==> src/design/tai_cfg.svh <==
// Constants for the timer-access instruction unit: opcodes, offsets, fields
//
// Overview of operation
// - Prescaler read puts prescaler high nibble in B, low nibble in A.
// - Prescaler write loads B:A into prescaler counter and its reload together.
// - First-timer read returns its high nibble in B, low nibble in A.
// - First-timer write loads B:A into first counter and its reload.
// - First reload-only write loads B:A into the reload, counter untouched.
// - Second-timer read returns its high nibble in B, low nibble in A.
// - Second-timer write loads B:A into second counter and its reload.
// - Third-timer read returns its high nibble in B, low nibble in A.
// - Third-timer write loads B:A into third counter and its low reload.
// - Third high-reload write loads B:A into the third high reload only.
// - Copy instruction moves the third low reload into the third counter.
// - First skip, enable clear: flag set means skip next and clear flag.
// - Second skip, enable clear: flag set means skip next and clear flag.
// - Third skip, enable clear: flag set means skip next and clear flag.
// - First enable is bit 2 of control one; when set, skip is a no-op.
// - Second enable is bit 3 of control one; when set, skip is a no-op.
// - Third enable is bit 0 of control two; when set, skip is a no-op.
`ifndef TAI_CFG_SVH
`define TAI_CFG_SVH

`define TAI_OP_RD_PS    10'h275
`define TAI_OP_WR_PS    10'h235
`define TAI_OP_RD_T1    10'h270
`define TAI_OP_WR_T1    10'h230
`define TAI_OP_WR_R1    10'h23f
`define TAI_OP_RD_T2    10'h271
`define TAI_OP_WR_T2    10'h231
`define TAI_OP_RD_T3    10'h272
`define TAI_OP_WR_T3    10'h232
`define TAI_OP_WR_R3H   10'h23d
`define TAI_OP_CP_R3L   10'h234
`define TAI_OP_SKIP_T1  10'h280
`define TAI_OP_SKIP_T2  10'h281
`define TAI_OP_SKIP_T3  10'h282

`define TAI_OFF_IC1     12'h000
`define TAI_OFF_IC2     12'h004
`define TAI_OFF_STAT    12'h008
`define TAI_OFF_MASK    12'h00c
`define TAI_OFF_CNT     12'h010
`define TAI_OFF_RLD     12'h014
`define TAI_OFF_FLAG    12'h018

`define TAI_IEN1_BIT    2
`define TAI_IEN2_BIT    3
`define TAI_IEN3_BIT    0

`define TAI_NEV         5
`define TAI_EV_SKIP     3
`define TAI_EV_RUN      4

`define TAI_RST_NIB     4'h0
`define TAI_RST_BYTE    8'hff

`endif

==> src/design/tai_pkg.sv <==
// Types shared by the timer-access instruction unit
package tai_pkg;

    typedef enum logic [3:0] {
        TAI_NONE   = 4'h0,
        TAI_RD_PS  = 4'h1,
        TAI_WR_PS  = 4'h2,
        TAI_RD_T1  = 4'h3,
        TAI_WR_T1  = 4'h4,
        TAI_WR_R1  = 4'h5,
        TAI_RD_T2  = 4'h6,
        TAI_WR_T2  = 4'h7,
        TAI_RD_T3  = 4'h8,
        TAI_WR_T3  = 4'h9,
        TAI_WR_R3H = 4'ha,
        TAI_CP_R3L = 4'hb,
        TAI_SK_T1  = 4'hc,
        TAI_SK_T2  = 4'hd,
        TAI_SK_T3  = 4'he
    } tai_op_e;

    typedef struct packed {
        logic [3:0] b;
        logic [3:0] a;
    } tai_acc_s;

    typedef logic [7:0] tai_byte_t;

endpackage

==> src/design/tai_core.sv <==
// Timer-access instruction unit with its timers and an AXI4-Lite register port
`timescale 1ns/10ps
`include "tai_cfg.svh"

module tai_core
    import tai_pkg::*;
#(
    parameter int TW = 8
) (
    input  wire logic        aclk,
    input  wire logic        aresetn,
    input  wire logic        instr_valid,
    input  wire logic [9:0]  instr,
    input  wire tai_acc_s    acc_in,
    input  wire logic        ps_tick,
    input  wire logic [2:0]  tmr_tick,
    output logic             acc_load,
    output tai_acc_s         acc_out,
    output logic             skip_next,
    output logic             irq,
    input  wire logic [11:0] s_axi_awaddr,
    input  wire logic        s_axi_awvalid,
    output logic             s_axi_awready,
    input  wire logic [31:0] s_axi_wdata,
    input  wire logic [3:0]  s_axi_wstrb,
    input  wire logic        s_axi_wvalid,
    output logic             s_axi_wready,
    output logic [1:0]       s_axi_bresp,
    output logic             s_axi_bvalid,
    input  wire logic        s_axi_bready,
    input  wire logic [11:0] s_axi_araddr,
    input  wire logic        s_axi_arvalid,
    output logic             s_axi_arready,
    output logic [31:0]      s_axi_rdata,
    output logic [1:0]       s_axi_rresp,
    output logic             s_axi_rvalid,
    input  wire logic        s_axi_rready
);

    // Nibble transfers through B:A only make sense for byte-wide timers
    if (TW != 8) begin : g_bad_width
        $error("tai_core: TW must be 8");
    end

    // ------------------------------------------------------------
    // Decode
    // ------------------------------------------------------------
    function automatic tai_op_e tai_decode(input logic [9:0] w);
        tai_op_e r;
        r = TAI_NONE;
        case (w)
            `TAI_OP_RD_PS:   r = TAI_RD_PS;
            `TAI_OP_WR_PS:   r = TAI_WR_PS;
            `TAI_OP_RD_T1:   r = TAI_RD_T1;
            `TAI_OP_WR_T1:   r = TAI_WR_T1;
            `TAI_OP_WR_R1:   r = TAI_WR_R1;
            `TAI_OP_RD_T2:   r = TAI_RD_T2;
            `TAI_OP_WR_T2:   r = TAI_WR_T2;
            `TAI_OP_RD_T3:   r = TAI_RD_T3;
            `TAI_OP_WR_T3:   r = TAI_WR_T3;
            `TAI_OP_WR_R3H:  r = TAI_WR_R3H;
            `TAI_OP_CP_R3L:  r = TAI_CP_R3L;
            `TAI_OP_SKIP_T1: r = TAI_SK_T1;
            `TAI_OP_SKIP_T2: r = TAI_SK_T2;
            `TAI_OP_SKIP_T3: r = TAI_SK_T3;
            default:         r = TAI_NONE;
        endcase
        return r;
    endfunction

    tai_op_e     op;
    logic        skip_pend_reg;
    logic        exec;
    logic [3:0]  ic1_reg;
    logic [3:0]  ic2_reg;
    logic [2:0]  ien;
    logic [2:0]  req_flag_reg;
    logic [2:0]  skip_hit;
    logic [2:0]  wr_cnt;
    logic [2:0]  wr_rld;
    tai_byte_t   ps_cnt_reg;
    tai_byte_t   ps_rld_reg;
    tai_byte_t   tmr_cnt_reg [3];
    tai_byte_t   tmr_rld_reg [3];
    tai_byte_t   t3_high_rld_reg;
    logic [2:0]  tmr_uf;

    assign op   = tai_decode(instr);
    assign exec = instr_valid && !skip_pend_reg;
    assign ien  = {ic2_reg[`TAI_IEN3_BIT], ic1_reg[`TAI_IEN2_BIT],
                   ic1_reg[`TAI_IEN1_BIT]};

    always_comb begin
        skip_hit = 3'h0;
        wr_cnt   = 3'h0;
        wr_rld   = 3'h0;
        if (exec) begin
            skip_hit[0] = op == TAI_SK_T1 && !ien[0] && req_flag_reg[0];
            skip_hit[1] = op == TAI_SK_T2 && !ien[1] && req_flag_reg[1];
            skip_hit[2] = op == TAI_SK_T3 && !ien[2] && req_flag_reg[2];
            wr_cnt[0]   = op == TAI_WR_T1;
            wr_rld[0]   = op == TAI_WR_T1 || op == TAI_WR_R1;
            wr_cnt[1]   = op == TAI_WR_T2;
            wr_rld[1]   = op == TAI_WR_T2;
            wr_cnt[2]   = op == TAI_WR_T3;
            wr_rld[2]   = op == TAI_WR_T3;
        end
    end

    // ------------------------------------------------------------
    // Prescaler
    // ------------------------------------------------------------
    always_ff @(posedge aclk) begin
        if (!aresetn) begin
            ps_cnt_reg <= `TAI_RST_BYTE;
            ps_rld_reg <= `TAI_RST_BYTE;
        end else if (exec && op == TAI_WR_PS) begin
            ps_cnt_reg <= acc_in;
            ps_rld_reg <= acc_in;
        end else if (ps_tick) begin
            ps_cnt_reg <= (ps_cnt_reg == 8'h00) ? ps_rld_reg : ps_cnt_reg - 8'h01;
        end
    end

    // ------------------------------------------------------------
    // Timers: an instruction write wins over a count in the same cycle
    // ------------------------------------------------------------
    for (genvar i = 0; i < 3; i++) begin : g_tmr
        assign tmr_uf[i] = tmr_tick[i] && tmr_cnt_reg[i] == 8'h00 && !wr_cnt[i];
        always_ff @(posedge aclk) begin
            if (!aresetn) begin
                tmr_cnt_reg[i] <= `TAI_RST_BYTE;
            end else if (wr_cnt[i]) begin
                tmr_cnt_reg[i] <= acc_in;
            end else if (i == 2 && exec && op == TAI_CP_R3L) begin
                tmr_cnt_reg[i] <= tmr_rld_reg[i];
            end else if (tmr_tick[i]) begin
                tmr_cnt_reg[i] <= tmr_uf[i] ? tmr_rld_reg[i] : tmr_cnt_reg[i] - 8'h01;
            end
        end
        always_ff @(posedge aclk) begin
            if (!aresetn) begin
                tmr_rld_reg[i] <= `TAI_RST_BYTE;
            end else if (wr_rld[i]) begin
                tmr_rld_reg[i] <= acc_in;
            end
        end
    end

    always_ff @(posedge aclk) begin
        if (!aresetn) begin
            t3_high_rld_reg <= `TAI_RST_BYTE;
        end else if (exec && op == TAI_WR_R3H) begin
            t3_high_rld_reg <= acc_in;
        end
    end

    // Underflow sets win over a skip-instruction clear in the same cycle
    always_ff @(posedge aclk) begin
        if (!aresetn) begin
            req_flag_reg <= 3'h0;
        end else begin
            req_flag_reg <= (req_flag_reg & ~skip_hit) | tmr_uf;
        end
    end

    // ------------------------------------------------------------
    // Accumulator return and skip
    // ------------------------------------------------------------
    always_ff @(posedge aclk) begin
        if (!aresetn) begin
            acc_load <= 1'b0;
            acc_out  <= '{b: `TAI_RST_NIB, a: `TAI_RST_NIB};
        end else begin
            acc_load <= exec && (op == TAI_RD_PS || op == TAI_RD_T1 ||
                                 op == TAI_RD_T2 || op == TAI_RD_T3);
            // A dropped or idle word must not disturb the held result
            case (exec ? op : TAI_NONE)
                TAI_RD_PS: acc_out <= ps_cnt_reg;
                TAI_RD_T1: acc_out <= tmr_cnt_reg[0];
                TAI_RD_T2: acc_out <= tmr_cnt_reg[1];
                TAI_RD_T3: acc_out <= tmr_cnt_reg[2];
                default:   acc_out <= acc_out;
            endcase
        end
    end

    // The word after a taken skip is still presented, then dropped here
    always_ff @(posedge aclk) begin
        if (!aresetn) begin
            skip_pend_reg <= 1'b0;
            skip_next     <= 1'b0;
        end else begin
            skip_next <= |skip_hit;
            if (|skip_hit) begin
                skip_pend_reg <= 1'b1;
            end else if (instr_valid) begin
                skip_pend_reg <= 1'b0;
            end
        end
    end

    // ------------------------------------------------------------
    // AXI4-Lite slave and interrupt status
    // ------------------------------------------------------------
    logic                aw_got_reg;
    logic                w_got_reg;
    logic [11:0]         awaddr_reg;
    logic [31:0]         wdata_reg;
    logic                wstrb0_reg;
    logic                wr_fire;
    logic [`TAI_NEV-1:0] stat_reg;
    logic [`TAI_NEV-1:0] mask_reg;
    logic [`TAI_NEV-1:0] ev;

    function automatic logic tai_mapped(input logic [11:0] ad);
        return ad == `TAI_OFF_IC1  || ad == `TAI_OFF_IC2 || ad == `TAI_OFF_STAT ||
               ad == `TAI_OFF_MASK || ad == `TAI_OFF_CNT || ad == `TAI_OFF_RLD ||
               ad == `TAI_OFF_FLAG;
    endfunction

    assign s_axi_awready = !aw_got_reg && !s_axi_bvalid;
    assign s_axi_wready  = !w_got_reg && !s_axi_bvalid;
    assign s_axi_arready = !s_axi_rvalid;
    assign wr_fire       = aw_got_reg && w_got_reg && !s_axi_bvalid;
    assign ev            = {exec && op != TAI_NONE, |skip_hit, tmr_uf};
    assign irq           = |(stat_reg & mask_reg);

    always_ff @(posedge aclk) begin
        if (!aresetn) begin
            aw_got_reg <= 1'b0;
            w_got_reg  <= 1'b0;
            awaddr_reg <= 12'h000;
            wdata_reg  <= 32'h0000_0000;
            wstrb0_reg <= 1'b0;
        end else begin
            if (s_axi_awvalid && s_axi_awready) begin
                aw_got_reg <= 1'b1;
                awaddr_reg <= {s_axi_awaddr[11:2], 2'b00};
            end else if (wr_fire) begin
                aw_got_reg <= 1'b0;
            end
            if (s_axi_wvalid && s_axi_wready) begin
                w_got_reg  <= 1'b1;
                wdata_reg  <= s_axi_wdata;
                wstrb0_reg <= s_axi_wstrb[0];
            end else if (wr_fire) begin
                w_got_reg <= 1'b0;
            end
        end
    end

    always_ff @(posedge aclk) begin
        if (!aresetn) begin
            s_axi_bvalid <= 1'b0;
            s_axi_bresp  <= 2'b00;
        end else if (wr_fire) begin
            s_axi_bvalid <= 1'b1;
            s_axi_bresp  <= tai_mapped(awaddr_reg) ? 2'b00 : 2'b10;
        end else if (s_axi_bready) begin
            s_axi_bvalid <= 1'b0;
        end
    end

    always_ff @(posedge aclk) begin
        if (!aresetn) begin
            ic1_reg  <= `TAI_RST_NIB;
            ic2_reg  <= `TAI_RST_NIB;
            mask_reg <= '0;
        end else if (wr_fire && wstrb0_reg) begin
            if (awaddr_reg == `TAI_OFF_IC1) begin
                ic1_reg <= wdata_reg[3:0];
            end
            if (awaddr_reg == `TAI_OFF_IC2) begin
                ic2_reg <= wdata_reg[3:0];
            end
            if (awaddr_reg == `TAI_OFF_MASK) begin
                mask_reg <= wdata_reg[`TAI_NEV-1:0];
            end
        end
    end

    // Write one to clear; a new event in the same cycle keeps its bit
    always_ff @(posedge aclk) begin
        if (!aresetn) begin
            stat_reg <= '0;
        end else if (wr_fire && wstrb0_reg && awaddr_reg == `TAI_OFF_STAT) begin
            stat_reg <= (stat_reg & ~wdata_reg[`TAI_NEV-1:0]) | ev;
        end else begin
            stat_reg <= stat_reg | ev;
        end
    end

    always_ff @(posedge aclk) begin
        if (!aresetn) begin
            s_axi_rvalid <= 1'b0;
            s_axi_rdata  <= 32'h0000_0000;
            s_axi_rresp  <= 2'b00;
        end else if (s_axi_arvalid && s_axi_arready) begin
            s_axi_rvalid <= 1'b1;
            s_axi_rresp  <= tai_mapped({s_axi_araddr[11:2], 2'b00}) ? 2'b00 : 2'b10;
            case ({s_axi_araddr[11:2], 2'b00})
                `TAI_OFF_IC1:  s_axi_rdata <= {28'h0, ic1_reg};
                `TAI_OFF_IC2:  s_axi_rdata <= {28'h0, ic2_reg};
                `TAI_OFF_STAT: s_axi_rdata <= {27'h0, stat_reg};
                `TAI_OFF_MASK: s_axi_rdata <= {27'h0, mask_reg};
                `TAI_OFF_CNT:  s_axi_rdata <= {tmr_cnt_reg[2], tmr_cnt_reg[1],
                                               tmr_cnt_reg[0], ps_cnt_reg};
                `TAI_OFF_RLD:  s_axi_rdata <= {t3_high_rld_reg, tmr_rld_reg[2],
                                               tmr_rld_reg[0], ps_rld_reg};
                `TAI_OFF_FLAG: s_axi_rdata <= {28'h0, skip_pend_reg, req_flag_reg};
                default:       s_axi_rdata <= 32'h0000_0000;
            endcase
        end else if (s_axi_rready) begin
            s_axi_rvalid <= 1'b0;
        end
    end
endmodule

==> config.mk <==
export PLATFORM = sky130hd
export DESIGN_NAME = tai_core
export DESIGN_NICKNAME = d
export VERILOG_FILES = /design/src/design/tai_pkg.sv /design/src/design/tai_core.sv
export VERILOG_INCLUDE_DIRS = /design/src /design/src/design
export SDC_FILE = /design/constraint.sdc
export NUM_CORES = 1
export LEC_CHECK = 0
export BUFFER_PORTS_ARGS = -buffer_cell sky130_fd_sc_hd__buf_2
export CORE_MARGIN = 2
export CORE_UTILIZATION = 45
export CTS_CLUSTER_SIZE = 24
export DETAILED_ROUTE_END_ITERATION = 8
export MAX_ROUTING_LAYER = met4
export PLACE_DENSITY_LB_ADDON = 0.12
export SLEW_MARGIN = 20
export SYNTH_ARGS = -nofsm -noshare
export SYNTH_HDL_FRONTEND = slang
export SYNTH_SLANG_ARGS = --single-unit
==> constraint.sdc <==
create_clock -name aclk -period 7.63 [get_ports aclk]
set_input_delay 2.289 -clock aclk [delete_from_list [all_inputs] [get_ports aclk]]
set_output_delay 2.289 -clock aclk [all_outputs]
set_load 0.005 [all_outputs]
==> results.md <==
- Status: finished, final reports clean
- I/O Pins: 142
- CTS resizes: 0
- CTS Sinks: 158
- WL final: between 20000 and 25000 microns
- Flops & latches, synth: between 150 and 200
- Chip width: roughly 140 microns
- PwrDens: 202 nW/um^2
- Die footprint: 18900 sq um
- CP peak stage delay: 0.54 ns
- CTS Buf Count: 17
- Crit path launch type: input port
- Mapped cell area: 8030 sq um
- Largest net degree at the start of global routing: between 60 and 70
- Max-slew headroom at the worst pin: 0.376
- Clock Root Buffer: clkbuf_16
- Max FFs per register: 32
- Number of flops mapped to enable cells by yosys: 48
- Cell variety after synth: 80
- Max-cap viol count: 0
- Antenna diodes: 0
- Worst-path clk slew: approximately 0.070 ns
- Tcrit/Tclk final: 0.640
- Final Hold Viols: 0
- Avg Inst Size Synth: roughly 9 sq um
- CTS tree: built
- Pin slew with the least headroom to its limit: 0.931 ns
- Worst-path fanout max: 12
- Synth async-reset ratio: 0
- Max Slew Vio Count: 0
- Setup bufs post-CTS: 0
- Clk_skew: between 0.009 and 0.01 ns
- Initial core utilization: 0.463
- Commonest non-fill, non-tap cells in the layout: dfxtp_1, nor2_1, nand2_1
- Final ANT Viol Nets: 0
- Layout area overhead: 14.9%
- CTS Buffer Depth: 2
- H-tree depth: 4
- Setup TNS: 0 ns
- Layout cells sized above 1: 0.177
- Residual DRC: 0
- Critical path type: in2reg
- GRT overflow: 0
- Vias in the first global route: approximately 6200
- # fillers: ~1700
- Multi-input gate area: ~4000 sq um
- Core area: roughly 17000 sq um
- Post-cts hold buffer count: 0
- Slowest-stage cell, CP: nand2_1
- Top cell type's share of synthesized area: 0.274
- Initial antenna violation count: 0
- Flip-flop and latch area: roughly 3600 sq um
- Leakage: between 3 and 4 nW
- Global-route usage over all layers: 0.246
- Worst EP required: 7.75 ns
- Max Freq: between 0.2 and 0.25 GHz
- Total number of vias: between 6000 and 7000
- Final nets: around 1000
- # port buffers: 105
- Post-synth top area cell: dfxtp_1
- Clock Latency Late Sink: approximately 0.43 ns
- Synth Flop Type: dfxtp_1
- Tightest Hold Check Type: reg2reg
- Synth Instances: between 800 and 900
- Met3 usage: 0.0419
- Ys Warns: 0
- First-pass GRT wire length: around 34000 microns
- Pre-antenna DRT Iters: 5
- GR Util met1: 0.324
- Routed wire per std cell: roughly 19 microns
- CP Cell Sequence: buf_2, nand4bb_1, a2111oi_2, a21o_1, o2111ai_1, nand2_1, or2_2
- Dominant cells by area after synthesis: dfxtp_1, edfxtp_1, mux2i_1
- Via/cell ratio: between 5 and 6
- Die Y: approximately 140 microns
- RSZ-0062 raised after global routing: no
- Most common cell after layout, fill and taps aside: dfxtp_1
- Final setup violation count: 0
- Fin Hold WS: about 0.45 ns
- Sequential element share of the synthesized area: 0.454
- Routability cong.: around 0.91
- CP arrival: around 5 ns
- Initial DRC Count: 370
- Post-DP HPWL: around 15000 microns
- Met2 Use GR: 0.382
- VDD IR-drop max: 0.194 mV
- Fin crit period: 4.88 ns
- Rows: 48
- GR peak layer: met2
- Worst Setup End Kind: flip-flop
## synth_stat cells, types with 4 or more instances
library cell / instances
o311a_1: 8
buf_2: 4
nor2b_1: 4
nand3b_1: 5
or2_1: 9
nor3_1: 16
and4b_1: 4
inv_1: 25
o211ai_1: 5
ha_1: 5
nor3b_1: 6
nand3_1: 17
nor2_1: 105
a2bb2oi_1: 8
a22oi_1: 4
and3_1: 6
nand2b_1: 12
a211oi_1: 5
nor4b_1: 5
a32oi_1: 9
nand2_1: 106
nand4_1: 4
o211a_1: 8
dfxtp_1: 110
clkbuf_1: 31
mux2i_1: 68
nor4_1: 6
buf_4: 5
a21boi_1: 8
xnor2_1: 11
xor2_1: 11
or3_1: 12
mux4_2: 4
edfxtp_1: 48
o21ai_0: 32
buf_1: 6
a21oi_1: 74
## power breakdown
group / internal (mW) / switching, mW
sequential: 0.882 / 0.0161
clock: 0.460 / 0.380
combinational: 0.0459 / 0.0830
total: 1.39 / 0.479
## metrics by stage
step,cells,util,total power [mW],instance area (sq um),worst slack (ns)
final,1186,0.532,1.87,9230,2.75
after global routing,1186,0.532,1.93,9230,2.55
after detailed placement,1154,0.498,1.05,8650,2.31
after CTS,1186,0.531,1.88,9220,2.76
after floorplan,869,-,0.995,8030,3.19
after global placement,1154,0.498,1.04,8650,2.37
## cell families after synthesis
kind of cell / after synthesis / synth area share
flops: 158 / 0.454
fa+ha+maj: 5 / 0.00779
buf+inv: 72 / 0.0376
other cells: 1 / 0.000467
simple gates: 340 / 0.211
xor+xnor: 22 / 0.0240
mux: 73 / 0.0974
compound gates: 197 / 0.168
## routing by layer
layer  vias to the layer above  part of all wire
met4                         0             0.023
met2                       200              0.46
met3                        28             0.054
met5                         -                 0
li1                       3304                 -
met1                      3187              0.47
## worst max-delay path: cells and delay by family
kind / cells / cell delay, ns
simple gates: 3 / 1.14
buf+inv: 1 / 0.18
compound gates: 3 / 1.36
## area by class of cell
class,count,share of cell area
multi-input combinational,639,0.443
sequential,158,0.395
timing repair buffer,107,0.0588
clock buffer,17,0.0461
tap,225,0.0305
clock inverter,15,0.0163
inverter,25,0.0102
## worst paths after layout
kind / start / end / slack [ns] / depth (start not counted)
max: instr[6] / tmr_cnt_reg[1][5]$_DFFE_PP_ / 2.75 / 7
min: s_axi_rdata[0]$_SDFFE_PN0P_ / s_axi_rdata[0]$_SDFFE_PN0P_ / 0.45 / 2
max reg2reg: skip_pend_reg$_SDFFE_PN0P_ / tmr_cnt_reg[1][5]$_DFFE_PP_ / 4.88 / 5
min reg2reg: s_axi_rdata[0]$_SDFFE_PN0P_ / s_axi_rdata[0]$_SDFFE_PN0P_ / 0.45 / 2
No activity file was read; power rests on OpenSTA's default activity.
